$ cat src/hk_defines.svh
// Purpose: Offsets, reset values, field positions and timing counts of the register bank
// Assumes: Byte addressing, 16-bit registers at even/odd address pairs
// Notes: Definitions only
`ifndef HK_DEFINES_SVH
`define HK_DEFINES_SVH
`define HK_ADDR_PAGE_LO 7'h00
`define HK_ADDR_PAGE_HI 7'h01
`define HK_ADDR_TEMP_LO 7'h02
`define HK_ADDR_TEMP_HI 7'h03
`define HK_ADDR_SUPPLY_LO 7'h04
`define HK_ADDR_SUPPLY_HI 7'h05
`define HK_ADDR_AVG_LO 7'h06
`define HK_ADDR_AVG_HI 7'h07
`define HK_PAGE_RESET 16'h0000
`define HK_MEAS_RESET 16'h8000
`define HK_AVG_RESET 16'h0108
`define HK_PAGE_MAX 16'h0006
`define HK_SUPPLY_MSB 11
`define HK_SAMPLES 13'h1000
`define HK_COUNT_ONE 8'h01
`define HK_SPI_WRITE_BIT 15
`endif

$ cat src/hk_pkg.sv
// Purpose: Types shared by the housekeeping register bank
// Assumes: hk_defines.svh holds the numeric constants
// Notes: Types only
package hk_pkg;
  typedef struct packed {
    logic valid;
    logic write;
    logic [6:0] addr;
    logic [7:0] data;
  } spi_cmd_t;
  typedef struct packed {
    logic [11:0] supply;
    logic [15:0] temp;
  } meas_t;
  typedef enum logic [1:0] {
    AVG_IDLE = 2'b00,
    AVG_CAPTURE = 2'b01,
    AVG_MEASURE = 2'b10,
    AVG_FINISH = 2'b11
  } avg_state_t;
endpackage : hk_pkg

$ cat src/hk_accum.sv
// Purpose: Running accumulator for one measurement channel
// Assumes: At most 255 addends
// Notes: Width grows by eight bits over the sample
`timescale 1ns/1ps
`default_nettype none
module hk_accum #(
  parameter int W = 16
) (
  input wire logic clk_i,
  input wire logic reset_i,
  input wire logic clear_i,
  input wire logic add_i,
  input wire logic [W-1:0] value_i,
  output logic [W+7:0] sum_o
);
  logic [W+7:0] sum_reg;
  logic [W+7:0] sum_next;
  always_comb begin
    sum_next = sum_reg;
    if (clear_i) begin
      sum_next = '0;
    end else if (add_i) begin
      sum_next = sum_reg + {8'h00, value_i};
    end
  end
  always_ff @(posedge clk_i) begin
    if (reset_i) begin
      sum_reg <= '0;
    end else begin
      sum_reg <= sum_next;
    end
  end
  assign sum_o = sum_reg;
endmodule : hk_accum
`default_nettype wire

$ cat src/hk_regs.sv
// Purpose: Paged register bank with temperature, supply and low-rate averaging control
// Assumes: SPI framing decoded upstream into byte commands on CLK_I
// Notes: Measurement and sample strobes come from logic on the same clock
//
// How it works
// - Seven pages 0..6 exist; page 0 holds these registers, pages 1..6 coefficient banks.
// - The page select register sits at bytes 0x00/0x01 of every page and resets to 0x0000.
// - After a page number is written, later writes go to that page.
// - Temperature at 0x02/0x03 of page 0 updates at the end of each capture.
// - Temperature code is (T - 460 C)/(-0.46 C), produced by the sensor front end.
// - Temperature reads 0x8000 until the first capture completes, supply until the first record of the first capture is measured.
// - Supply at 0x04/0x05 of page 0 updates after the first acquisition of each capture, and with the average at its end if count > 1.
// - Supply carries 12 bits of 3.22 mV counts; once measured, the upper four bits read zero.
// - The low-rate averaging register is read/write and resets to 0x0108.
// - Bits 15:8 count records for rate one, bits 7:0 for rate zero, range 1..255.
// - Averaging captures 4096 samples, transforms and accumulates until the count is met.
// - Supply and temperature are measured after each acquisition and accumulated.
// - Writing the page select only redirects access; stored values stay.
`timescale 1ns/1ps
`default_nettype none
`include "hk_defines.svh"
module hk_regs (
  input wire logic CLK_I, // 250 MHz clock
  input wire logic RESET_I, // Synchronous reset, active high
  input wire hk_pkg::spi_cmd_t CMD_I, // Decoded byte command
  output logic [7:0] RDATA_O, // Read byte, registered
  output logic [15:0] PAGE_O, // Current page
  output logic COEF_WE_O, // Coefficient byte write to pages 1..6
  output logic [7:0] COEF_ADDR_O, // Coefficient byte address
  output logic [7:0] COEF_DATA_O, // Coefficient byte data
  input wire logic START_I, // Capture request pulse
  input wire logic RATE_ONE_I, // Rate setting one selected, else zero
  input wire logic SPECTRAL_I, // Spectral modes, else time capture
  input wire logic SAMPLE_I, // One sample acquired
  input wire logic MEAS_VALID_I, // Measurement ready pulse
  input wire hk_pkg::meas_t MEAS_I, // Measured supply and temperature
  output logic XFORM_O, // Transform and accumulate pulse
  output logic BUSY_O, // Capture in progress
  output logic DONE_O, // Capture complete pulse
  output logic [7:0] RECORDS_O // Records accumulated so far
);
  import hk_pkg::*;

  logic [15:0] page_reg, page_next;
  logic [15:0] temp_reg, temp_next;
  logic [15:0] supply_reg, supply_next;
  logic [15:0] avg_reg, avg_next;
  logic [7:0] rdata_reg, rdata_next;
  logic cwe_reg, cwe_next;
  logic [7:0] caddr_reg, caddr_next, cdata_reg, cdata_next;
  avg_state_t state_reg, state_next;
  logic [12:0] samp_reg, samp_next;
  logic [7:0] rec_reg, rec_next, target_reg, target_next;
  logic done_reg, done_next, xform_reg, xform_next;
  logic acc_clear, acc_add;
  logic [23:0] temp_sum;
  logic [19:0] supply_sum;
  logic wr, on_page0;

  assign wr = CMD_I.valid && CMD_I.write;
  assign on_page0 = (page_reg == `HK_PAGE_RESET);

  // Register writes and reads
  always_comb begin
    page_next = page_reg;
    avg_next = avg_reg;
    cwe_next = 1'b0;
    caddr_next = caddr_reg;
    cdata_next = cdata_reg;
    rdata_next = rdata_reg;
    if (wr) begin
      if (CMD_I.addr == `HK_ADDR_PAGE_LO) begin
        page_next = {page_reg[15:8], CMD_I.data};
      end else if (CMD_I.addr == `HK_ADDR_PAGE_HI) begin
        page_next = {CMD_I.data, page_reg[7:0]};
      end else if (on_page0) begin
        if (CMD_I.addr == `HK_ADDR_AVG_LO) begin
          avg_next = {avg_reg[15:8], CMD_I.data};
        end else if (CMD_I.addr == `HK_ADDR_AVG_HI) begin
          avg_next = {CMD_I.data, avg_reg[7:0]};
        end
        // Temperature and supply addresses fall through untouched
      end else if (page_reg <= `HK_PAGE_MAX) begin
        cwe_next = 1'b1;
        caddr_next = {1'b0, CMD_I.addr};
        cdata_next = CMD_I.data;
      end
    end
    if (CMD_I.valid && !CMD_I.write) begin
      case (CMD_I.addr)
        `HK_ADDR_PAGE_LO: rdata_next = page_reg[7:0];
        `HK_ADDR_PAGE_HI: rdata_next = page_reg[15:8];
        `HK_ADDR_TEMP_LO: rdata_next = on_page0 ? temp_reg[7:0] : 8'h00;
        `HK_ADDR_TEMP_HI: rdata_next = on_page0 ? temp_reg[15:8] : 8'h00;
        `HK_ADDR_SUPPLY_LO: rdata_next = on_page0 ? supply_reg[7:0] : 8'h00;
        `HK_ADDR_SUPPLY_HI: rdata_next = on_page0 ? supply_reg[15:8] : 8'h00;
        `HK_ADDR_AVG_LO: rdata_next = on_page0 ? avg_reg[7:0] : 8'h00;
        `HK_ADDR_AVG_HI: rdata_next = on_page0 ? avg_reg[15:8] : 8'h00;
        default: rdata_next = 8'h00;
      endcase
    end
  end

  always_ff @(posedge CLK_I) begin
    if (RESET_I) begin
      page_reg <= `HK_PAGE_RESET;
      avg_reg <= `HK_AVG_RESET;
      rdata_reg <= 8'h00;
      cwe_reg <= 1'b0;
      caddr_reg <= 8'h00;
      cdata_reg <= 8'h00;
    end else begin
      page_reg <= page_next;
      avg_reg <= avg_next;
      rdata_reg <= rdata_next;
      cwe_reg <= cwe_next;
      caddr_reg <= caddr_next;
      cdata_reg <= cdata_next;
    end
  end

  hk_accum #(.W(16)) u_temp_acc (
    .clk_i(CLK_I),
    .reset_i(RESET_I),
    .clear_i(acc_clear),
    .add_i(acc_add),
    .value_i(MEAS_I.temp),
    .sum_o(temp_sum)
  );
  hk_accum #(.W(12)) u_supply_acc (
    .clk_i(CLK_I),
    .reset_i(RESET_I),
    .clear_i(acc_clear),
    .add_i(acc_add),
    .value_i(MEAS_I.supply),
    .sum_o(supply_sum)
  );

  // Capture and averaging sequence
  always_comb begin
    state_next = state_reg;
    samp_next = samp_reg;
    rec_next = rec_reg;
    target_next = target_reg;
    temp_next = temp_reg;
    supply_next = supply_reg;
    done_next = 1'b0;
    xform_next = 1'b0;
    acc_clear = 1'b0;
    acc_add = 1'b0;
    case (state_reg)
      AVG_IDLE: begin
        if (START_I) begin
          acc_clear = 1'b1;
          samp_next = 13'h0000;
          rec_next = 8'h00;
          // Zero count treated as one record
          target_next = RATE_ONE_I ? avg_reg[15:8] : avg_reg[7:0];
          if (!SPECTRAL_I || target_next == 8'h00) begin
            target_next = `HK_COUNT_ONE;
          end
          state_next = AVG_CAPTURE;
        end
      end
      AVG_CAPTURE: begin
        if (SAMPLE_I) begin
          samp_next = samp_reg + 13'h0001;
          if (samp_next == `HK_SAMPLES) begin
            state_next = AVG_MEASURE;
            xform_next = SPECTRAL_I;
          end
        end
      end
      AVG_MEASURE: begin
        if (MEAS_VALID_I) begin
          acc_add = 1'b1;
          if (rec_reg == 8'h00) begin
            supply_next = {4'h0, MEAS_I.supply[`HK_SUPPLY_MSB:0]};
          end
          rec_next = rec_reg + 8'h01;
          samp_next = 13'h0000;
          state_next = (rec_next == target_reg) ? AVG_FINISH : AVG_CAPTURE;
        end
      end
      AVG_FINISH: begin
        temp_next = 16'((temp_sum / {16'h0000, target_reg}));
        if (target_reg != `HK_COUNT_ONE) begin
          supply_next = {4'h0, 12'((supply_sum / {12'h000, target_reg}))};
        end
        done_next = 1'b1;
        state_next = AVG_IDLE;
      end
      default: state_next = AVG_IDLE;
    endcase
  end

  always_ff @(posedge CLK_I) begin
    if (RESET_I) begin
      state_reg <= AVG_IDLE;
      samp_reg <= 13'h0000;
      rec_reg <= 8'h00;
      target_reg <= `HK_COUNT_ONE;
      temp_reg <= `HK_MEAS_RESET;
      supply_reg <= `HK_MEAS_RESET;
      done_reg <= 1'b0;
      xform_reg <= 1'b0;
    end else begin
      state_reg <= state_next;
      samp_reg <= samp_next;
      rec_reg <= rec_next;
      target_reg <= target_next;
      temp_reg <= temp_next;
      supply_reg <= supply_next;
      done_reg <= done_next;
      xform_reg <= xform_next;
    end
  end

  assign RDATA_O = rdata_reg;
  assign PAGE_O = page_reg;
  assign COEF_WE_O = cwe_reg;
  assign COEF_ADDR_O = caddr_reg;
  assign COEF_DATA_O = cdata_reg;
  assign XFORM_O = xform_reg;
  assign BUSY_O = (state_reg != AVG_IDLE);
  assign DONE_O = done_reg;
  assign RECORDS_O = rec_reg;

  property p_page_write;
    @(posedge CLK_I) disable iff (RESET_I)
    (wr && CMD_I.addr == `HK_ADDR_PAGE_LO) |=> (page_reg[7:0] == $past(CMD_I.data));
  endproperty
  a_page_write: assert property (p_page_write) else $error("page low byte not stored");

  property p_avg_keep_on_page;
    @(posedge CLK_I) disable iff (RESET_I)
    (wr && !on_page0) |=> (avg_reg == $past(avg_reg));
  endproperty
  a_avg_keep_on_page: assert property (p_avg_keep_on_page) else $error("avg changed off page 0");

  property p_coef_route;
    @(posedge CLK_I) disable iff (RESET_I)
    (wr && !on_page0 && page_reg <= `HK_PAGE_MAX && CMD_I.addr > `HK_ADDR_PAGE_HI)
      |=> COEF_WE_O;
  endproperty
  a_coef_route: assert property (p_coef_route) else $error("coefficient write lost");

  property p_temp_only_at_done;
    @(posedge CLK_I) disable iff (RESET_I)
    (temp_reg != $past(temp_reg)) |-> DONE_O;
  endproperty
  a_temp_only_at_done: assert property (p_temp_only_at_done) else $error("temp moved");

  property p_ro_ignored;
    @(posedge CLK_I) disable iff (RESET_I)
    (wr && on_page0 && !BUSY_O && (CMD_I.addr >= `HK_ADDR_TEMP_LO &&
      CMD_I.addr <= `HK_ADDR_SUPPLY_HI)) |=> $stable(temp_reg) && $stable(supply_reg);
  endproperty
  a_ro_ignored: assert property (p_ro_ignored) else $error("read-only register written");

  property p_supply_top_zero;
    @(posedge CLK_I) disable iff (RESET_I)
    (supply_reg != `HK_MEAS_RESET) |-> (supply_reg[15:12] == 4'h0);
  endproperty
  a_supply_top_zero: assert property (p_supply_top_zero) else $error("supply top bits set");

  property p_rec_bound;
    @(posedge CLK_I) disable iff (RESET_I)
    BUSY_O |-> (rec_reg <= target_reg);
  endproperty
  a_rec_bound: assert property (p_rec_bound) else $error("record count overrun");

  property p_meas_accum;
    @(posedge CLK_I) disable iff (RESET_I)
    (state_reg == AVG_MEASURE && MEAS_VALID_I) |=> (rec_reg == $past(rec_reg) + 8'h01);
  endproperty
  a_meas_accum: assert property (p_meas_accum) else $error("record not counted");

  property p_page_no_side;
    @(posedge CLK_I) disable iff (RESET_I)
    (wr && CMD_I.addr == `HK_ADDR_PAGE_HI) |=> $stable(avg_reg);
  endproperty
  a_page_no_side: assert property (p_page_no_side) else $error("page write altered data");

  property p_supply_at_start;
    @(posedge CLK_I) disable iff (RESET_I)
    (state_reg == AVG_MEASURE && MEAS_VALID_I && rec_reg == 8'h00) |=>
      (supply_reg == {4'h0, $past(MEAS_I.supply)});
  endproperty
  a_supply_at_start: assert property (p_supply_at_start) else $error("supply missed");

  property p_busy_on_start;
    @(posedge CLK_I) disable iff (RESET_I)
    (!BUSY_O && START_I) |=> BUSY_O;
  endproperty
  a_busy_on_start: assert property (p_busy_on_start) else $error("capture not started");

  c_done: cover property (@(posedge CLK_I) disable iff (RESET_I) DONE_O);
  c_multi: cover property (@(posedge CLK_I) disable iff (RESET_I) DONE_O && target_reg > 8'h01);
  c_coef: cover property (@(posedge CLK_I) disable iff (RESET_I) COEF_WE_O);
  c_time: cover property (@(posedge CLK_I) disable iff (RESET_I) DONE_O && !SPECTRAL_I);
endmodule : hk_regs
`default_nettype wire

$ cat config.mk
export PLATFORM = sky130hd
export DESIGN_NAME = hk_regs
export DESIGN_NICKNAME = d
export VERILOG_FILES = /design/src/hk_pkg.sv /design/src/hk_accum.sv /design/src/hk_regs.sv
export VERILOG_INCLUDE_DIRS = /design/src
export SDC_FILE = /design/constraint.sdc
export NUM_CORES = 1
export LEC_CHECK = 0
export ABC_AREA = 1
export CORE_ASPECT_RATIO = 1.2
export CORE_MARGIN = 2
export CORE_UTILIZATION = 50
export CTS_BUF_LIST = sky130_fd_sc_hd__clkbuf_16
export DETAILED_ROUTE_END_ITERATION = 8
export DONT_BUFFER_PORTS = 1
export PLACE_DENSITY = 0.73
export SKIP_LAST_GASP = 1
export SLEW_MARGIN = 30
export SYNTH_ARGS = -nofsm -noshare
export SYNTH_HDL_FRONTEND = slang
export SYNTH_HIERARCHICAL = 1
export SYNTH_SLANG_ARGS = --single-unit
$ cat constraint.sdc
create_clock -name CLK_I -period 112.7 [get_ports CLK_I]
set_input_delay 5.635 -clock CLK_I [delete_from_list [all_inputs] [get_ports CLK_I]]
set_output_delay 5.635 -clock CLK_I [all_outputs]
set_load 0.02 [all_outputs]
## Yosys cells after proc, flatten, opt, wreduce, memory -nomap -nowiden

Index checks and enable logic that the tools add are counted.

| operators by class | value |
|---|---|
| divide/modulo/power cells | 2 |
| $add $sub $neg | 4 |
| bitwise operators | 8 |
| reduce and logical (&&, ||, !) cells | 27 |
| mux-type cells | 34 |
| equal/unequal tests | 19 |
| order comparisons | 1 |

Operators by type and width:

| cell | number |
|---|---|
| 8-bit 2-to-1 mux | 12 |
| 8-bit case mux with 8 select lines | 1 |
| 16-bit 2-to-1 mux | 3 |
| 13-bit 2-to-1 mux | 3 |
| 13-bit case mux with 3 select lines | 1 |
| 16-bit case mux with 2 select lines | 1 |
| 7-bit by 3-bit == test with 1-bit output, second input constant | 4 |
| 24-bit by 16-bit adder with 24-bit output | 1 |
| 24-bit by 8-bit divider with 24-bit output | 1 |
| 20-bit by 12-bit adder with 20-bit output | 1 |
| 20-bit by 8-bit divider with 20-bit output | 1 |
| 16-bit by 3-bit <= comparator with 1-bit output, second input constant | 1 |
| 16-bit zero test | 1 |
| 8-bit zero test | 2 |
| 8-bit case mux with 2 select lines | 1 |
| 7-bit by 2-bit == test with 1-bit output, second input constant | 2 |
| 13-bit by 1-bit adder with 13-bit output, second input constant | 1 |
| 13-bit == test, second input constant | 1 |
| 2-bit inequality test, second input constant | 6 |
| 4-bit AND reduction | 3 |
| 2-bit 2-to-1 mux | 5 |
| 5-bit AND reduction | 2 |
| 8-bit by 1-bit adder with 8-bit output, second input constant | 1 |
| 8-bit == test | 1 |
| other kinds (20) | 39 |

| word-level totals | value |
|---|---|
| flip-flop bits (word level) | 165 |
| input port bits | 52 |

## Logic depth before layout (Yosys ltp)

| depth | value |
|---|---|
| depth in word-level cells | 5 |
| mapped depth | 341 |
| depth with buffers taken out | 322 |

## Hierarchy

The synthesis kept the hierarchy.

By module, submodules not included:

| module | seq. area each (um^2) | cells each | area an instance (um^2) | times used |
|---|---|---|---|---|
| hk_regs | 2,362.3 | 4,261 | 25,882.3 | 1 |
| hk_accum (u_temp_acc) | 480.5 | 358 | 2,090.8 | 1 |
| hk_accum (u_supply_acc) | 400.4 | 276 | 1,629.1 | 1 |

## Worst setup path after synthesis

No wires, ideal clock.

| timing path | value |
|---|---|
| path kind | register to register |
| from | register target_reg[0] |
| to | register temp_reg[0] |
| slack | 67.398 ns |
| library setup time | 0.119 ns |
| data required time | 112.581 ns |
| arrival | 45.182 ns |
| cell stages (with the launch flop) | 327 |
| path through | dfxtp_1 > inv_1 > ha_1 > o21ai_0 > o21bai_1 > nand2_1 > inv_1 > ha_1 > o21ai_0 > nand2_1 > nand2_2 > or2_1 > nand2_1 > inv_1 > ha_1 > nand2_1 > nand2_1 > nand2_2 > [291 not listed] > clkinv_2 > buf_4 > nand2_1 > o21ai_1 > ha_1 > a21boi_0 > o21a_1 > o21ai_0 > nand2_1 > a21oi_1 > o21bai_1 > a21o_2 > a211oi_1 > nand2_1 > nor2_2 > nand3_1 > nor2_1 > a21oi_1 |

| on the way | value |
|---|---|
| word-level cells in the longest chain between the ends | 1 |

Ends and longest elaborated chain:

| what | RTL line | RTL |
|---|---|---|
| start, declared | hk_regs.sv:53 | `logic [7:0] rec_reg, rec_next, target_reg, target_next;` |
| start signal, assigned | hk_regs.sv:202 | `` target_reg <= `HK_COUNT_ONE; `` |
| start signal, assigned | hk_regs.sv:211 | `target_reg <= target_next;` |
| 24-bit by 8-bit divider with 24-bit output | hk_regs.sv:186 | `temp_next = 16'((temp_sum / {16'h0000, target_reg}));` |
| end signal, assigned | hk_regs.sv:203 | `` temp_reg <= `HK_MEAS_RESET; `` |
| end signal, assigned | hk_regs.sv:212 | `temp_reg <= temp_next;` |
| end, declared | hk_regs.sv:45 | `logic [15:0] temp_reg, temp_next;` |

No other way between the ends.
A chain may end at the register's enable or synchronous reset.

## Final worst setup path

Ends and elaborated chain as after synthesis.

==> impl_metrics.py <==
metrics = {
    "outcome": {
        "status": "complete, no violations",
    },
    "synthesis": {
        "synthTopCellsByArea": "nand2_1, ha_1, dfxtp_1",
        "synth-edff-count": 0,
        "ys.flop_type": "dfxtp_1",
        "syn_area_sq_um": 29600,
        "synthTopCellsByCount": "nand2_1, inv_1, nor2_1",
        "yosys_register_bits": 162,
        "syn_area_per_cell_sq_um": 6.05,
        "synthCells": 4895,
        "postSynthNetCount": 5278,
        "yosysMostFrequentCell": "nand2_1",
        "yosysWarnings": 6,
        "synth_top_area_share": 0.154,
        "ys_async_sr_fraction": 0,
        "synth.distinct_cells": 73,
        "yosys.area.top_type": "nand2_1",
        "ys_seq_area_frac": 0.110,
    },
    "sta": {
        "setup_viol": 0,
        "post-route-min-period_ps": 49280,
        "rsz0062_at_grt": "no",
        "hold_viol": 0,
        "fin_skew_ps": 18.4,
        "fmax_mhz": 20.3,
        "worst_slew_pin_slew_ps": 935,
        "finalCritPeriodShare": 0.437,
        "tns_ps": 0,
        "slew_violations": 0,
        "fin_hold_ws_ps": 460,
        "slew_headroom": 0.375,
    },
    "setup_path": {
        "required_ps": 113090,
        "cp_common_cell": "nand2_1",
        "slowest_delay_ps": 610,
        "slowest_stage": "dfxtp_1",
        "cp-start-kind": "flop",
        "worstPathMaxFanout": 22,
        "reg2reg_depth": 310,
        "rr_startpoint": "target_reg[0]",
        "setup.worst_path.end_class": "flop",
        "cp_data_arrival_time_ps": 49670,
        "crit_type": "flop to flop",
        "reg2reg_to": "temp_reg[0]",
        "ff2ff_setup_slack_ps": 63420,
    },
    "clock_tree": {
        "cts_tree": "built",
        "post_cts_resized": 0,
        "clock-sinks": 162,
        "htreeDepth": 4,
        "root_buffer": "clkbuf_16",
        "cts_buffers": 17,
        "holdBufCountCts": 0,
        "clock_path_buffers": 2,
        "path_clk_slew_ps": 80,
        "clock_latency_ps": 500,
        "cts_setup_buffers": 0,
    },
    "global_route": {
        "antenna_found_initial": 1,
        "grt_max_degree": 58,
        "grt_pass1_vias": 28100,
        "grt.total_usage": 0.266,
        "overflow": 0,
        "grt_pass1_wl_um": 135000,
    },
    "hold_path": {
        "hold_path_depth": 2,
        "hp-start": "samp_reg[3]",
        "hp-class": "flop to flop",
        "hold_end": "samp_reg[3]",
    },
    "layout": {
        "fillers": 6161,
        "drive_above_1_share": 0.0921,
        "instances_no_fill": 5615,
        "seq_area_sq_um": 3240,
        "multi_input_area_sq_um": 23000,
        "largest_reg_flops": 24,
        "antenna_cells": 0,
        "nets": 5193,
        "area_growth_syn_to_layout_pct": 3.82,
        "design_area_sq_um": 30700,
    },
    "route": {
        "ant_nets": 0,
        "drc": 0,
        "avgRoutedWirePerCell_um": 14.6,
        "via_count": 30400,
        "wl_um": 82000,
        "dr.pass1.iters": 6,
        "drt-vias-per-instance": 5.42,
        "drt_iter0_drc": 1876,
    },
    "floorplan": {
        "dieHeight_um": 271,
        "core_area_sq_um": 58500,
        "initial_utilization": 0.506,
        "num_rows": 97,
        "pin_count": 104,
        "die_area_sq_um": 61200,
        "die_x_um": 226,
    },
    "run": {
        "drv_cap": 0,
    },
    "placement": {
        "place_area_sq_um": 30100,
        "portBuffers": 0,
        "hpwl_um": 65500,
        "placed_cells": 5583,
        "globalplace.congestion": 0.965,
    },
}
==> cells by family (layout without fill, tap and decap cells) <==
kind of cell | after synthesis | count (layout) | share of synthesized area
other | 1 | 1 | 0.000127
buffers and inverters | 853 | 781 | 0.113
and+or+nand+nor | 2436 | 2436 | 0.398
DFF | 162 | 162 | 0.110
adders and majority gates | 331 | 331 | 0.140
AOI/OAI and AO/OA | 868 | 868 | 0.166
xor gates and xnor gates | 244 | 244 | 0.0722
==> stage by stage <==
stage	setup WS, ps	util
after floorplan	67400	-
after global placement	65650	0.515
after detailed placement	63900	0.515
after CTS	63750	0.525
after global routing	57660	0.525
final	63420	0.525
==> cells in the final DEF (no fill, tap or decap), types with 21 or more instances in the layout <==
cell and instances:
nand3b_1 21, o21ai_0 349, nand2_2 81, nand2_1 1218
o21bai_1 33, o211ai_1 31, a21oi_1 292, nor2_2 36
nor3_1 43, inv_2 45, nand3_1 304, inv_1 666
nand3_2 61, nor2_4 35, nand2_4 41, ha_1 329
nor2_1 397, a21o_1 30, or2_2 27, xor2_1 151
xnor2_1 93, nand4_1 91, dfxtp_1 162
==> critical path, delay by kind of cell, from the launching register on <==
family          cells  cell delay (ps)
compound gates    100            17920
simple gates      139            17250
flops               1              610
fa+ha+maj          24             7740
buf+inv            47             5550
==> how the worst max path moves through the flow <==
stage	from	end	depth (start not counted)
floorplan	target_reg[0]	temp_reg[0]	326
finish	target_reg[0]	temp_reg[0]	310
detailed placement	target_reg[0]	temp_reg[0]	308
global placement	target_reg[0]	temp_reg[0]	306
CTS	target_reg[0]	temp_reg[0]	309
global route	target_reg[0]	temp_reg[0]	311
==> final cells by class <==
| class | instances | area share |
|---|---|---|
| clock buffers | 17 | 0.0138 |
| clock inverters | 15 | 0.00537 |
| repair buffers | 17 | 0.00415 |
| well taps | 792 | 0.0322 |
| multi-input cells | 3880 | 0.749 |
| inverters | 732 | 0.0900 |
| flip-flops and latches | 162 | 0.106 |
==> metal layers <==
| metal | GRT usage | wire length [um] |
|---|---|---|
| met5 | 0 | 0 |
| met2 | 0.470 | 39200 |
| met1 | 0.330 | 36200 |
| met3 | 0.0358 | 4340 |
| met4 | 0.0871 | 2260 |
Power is left out: the tool's default activity adds up to more than one toggle a clock period on the data nets, which glitch-free logic cannot reach.
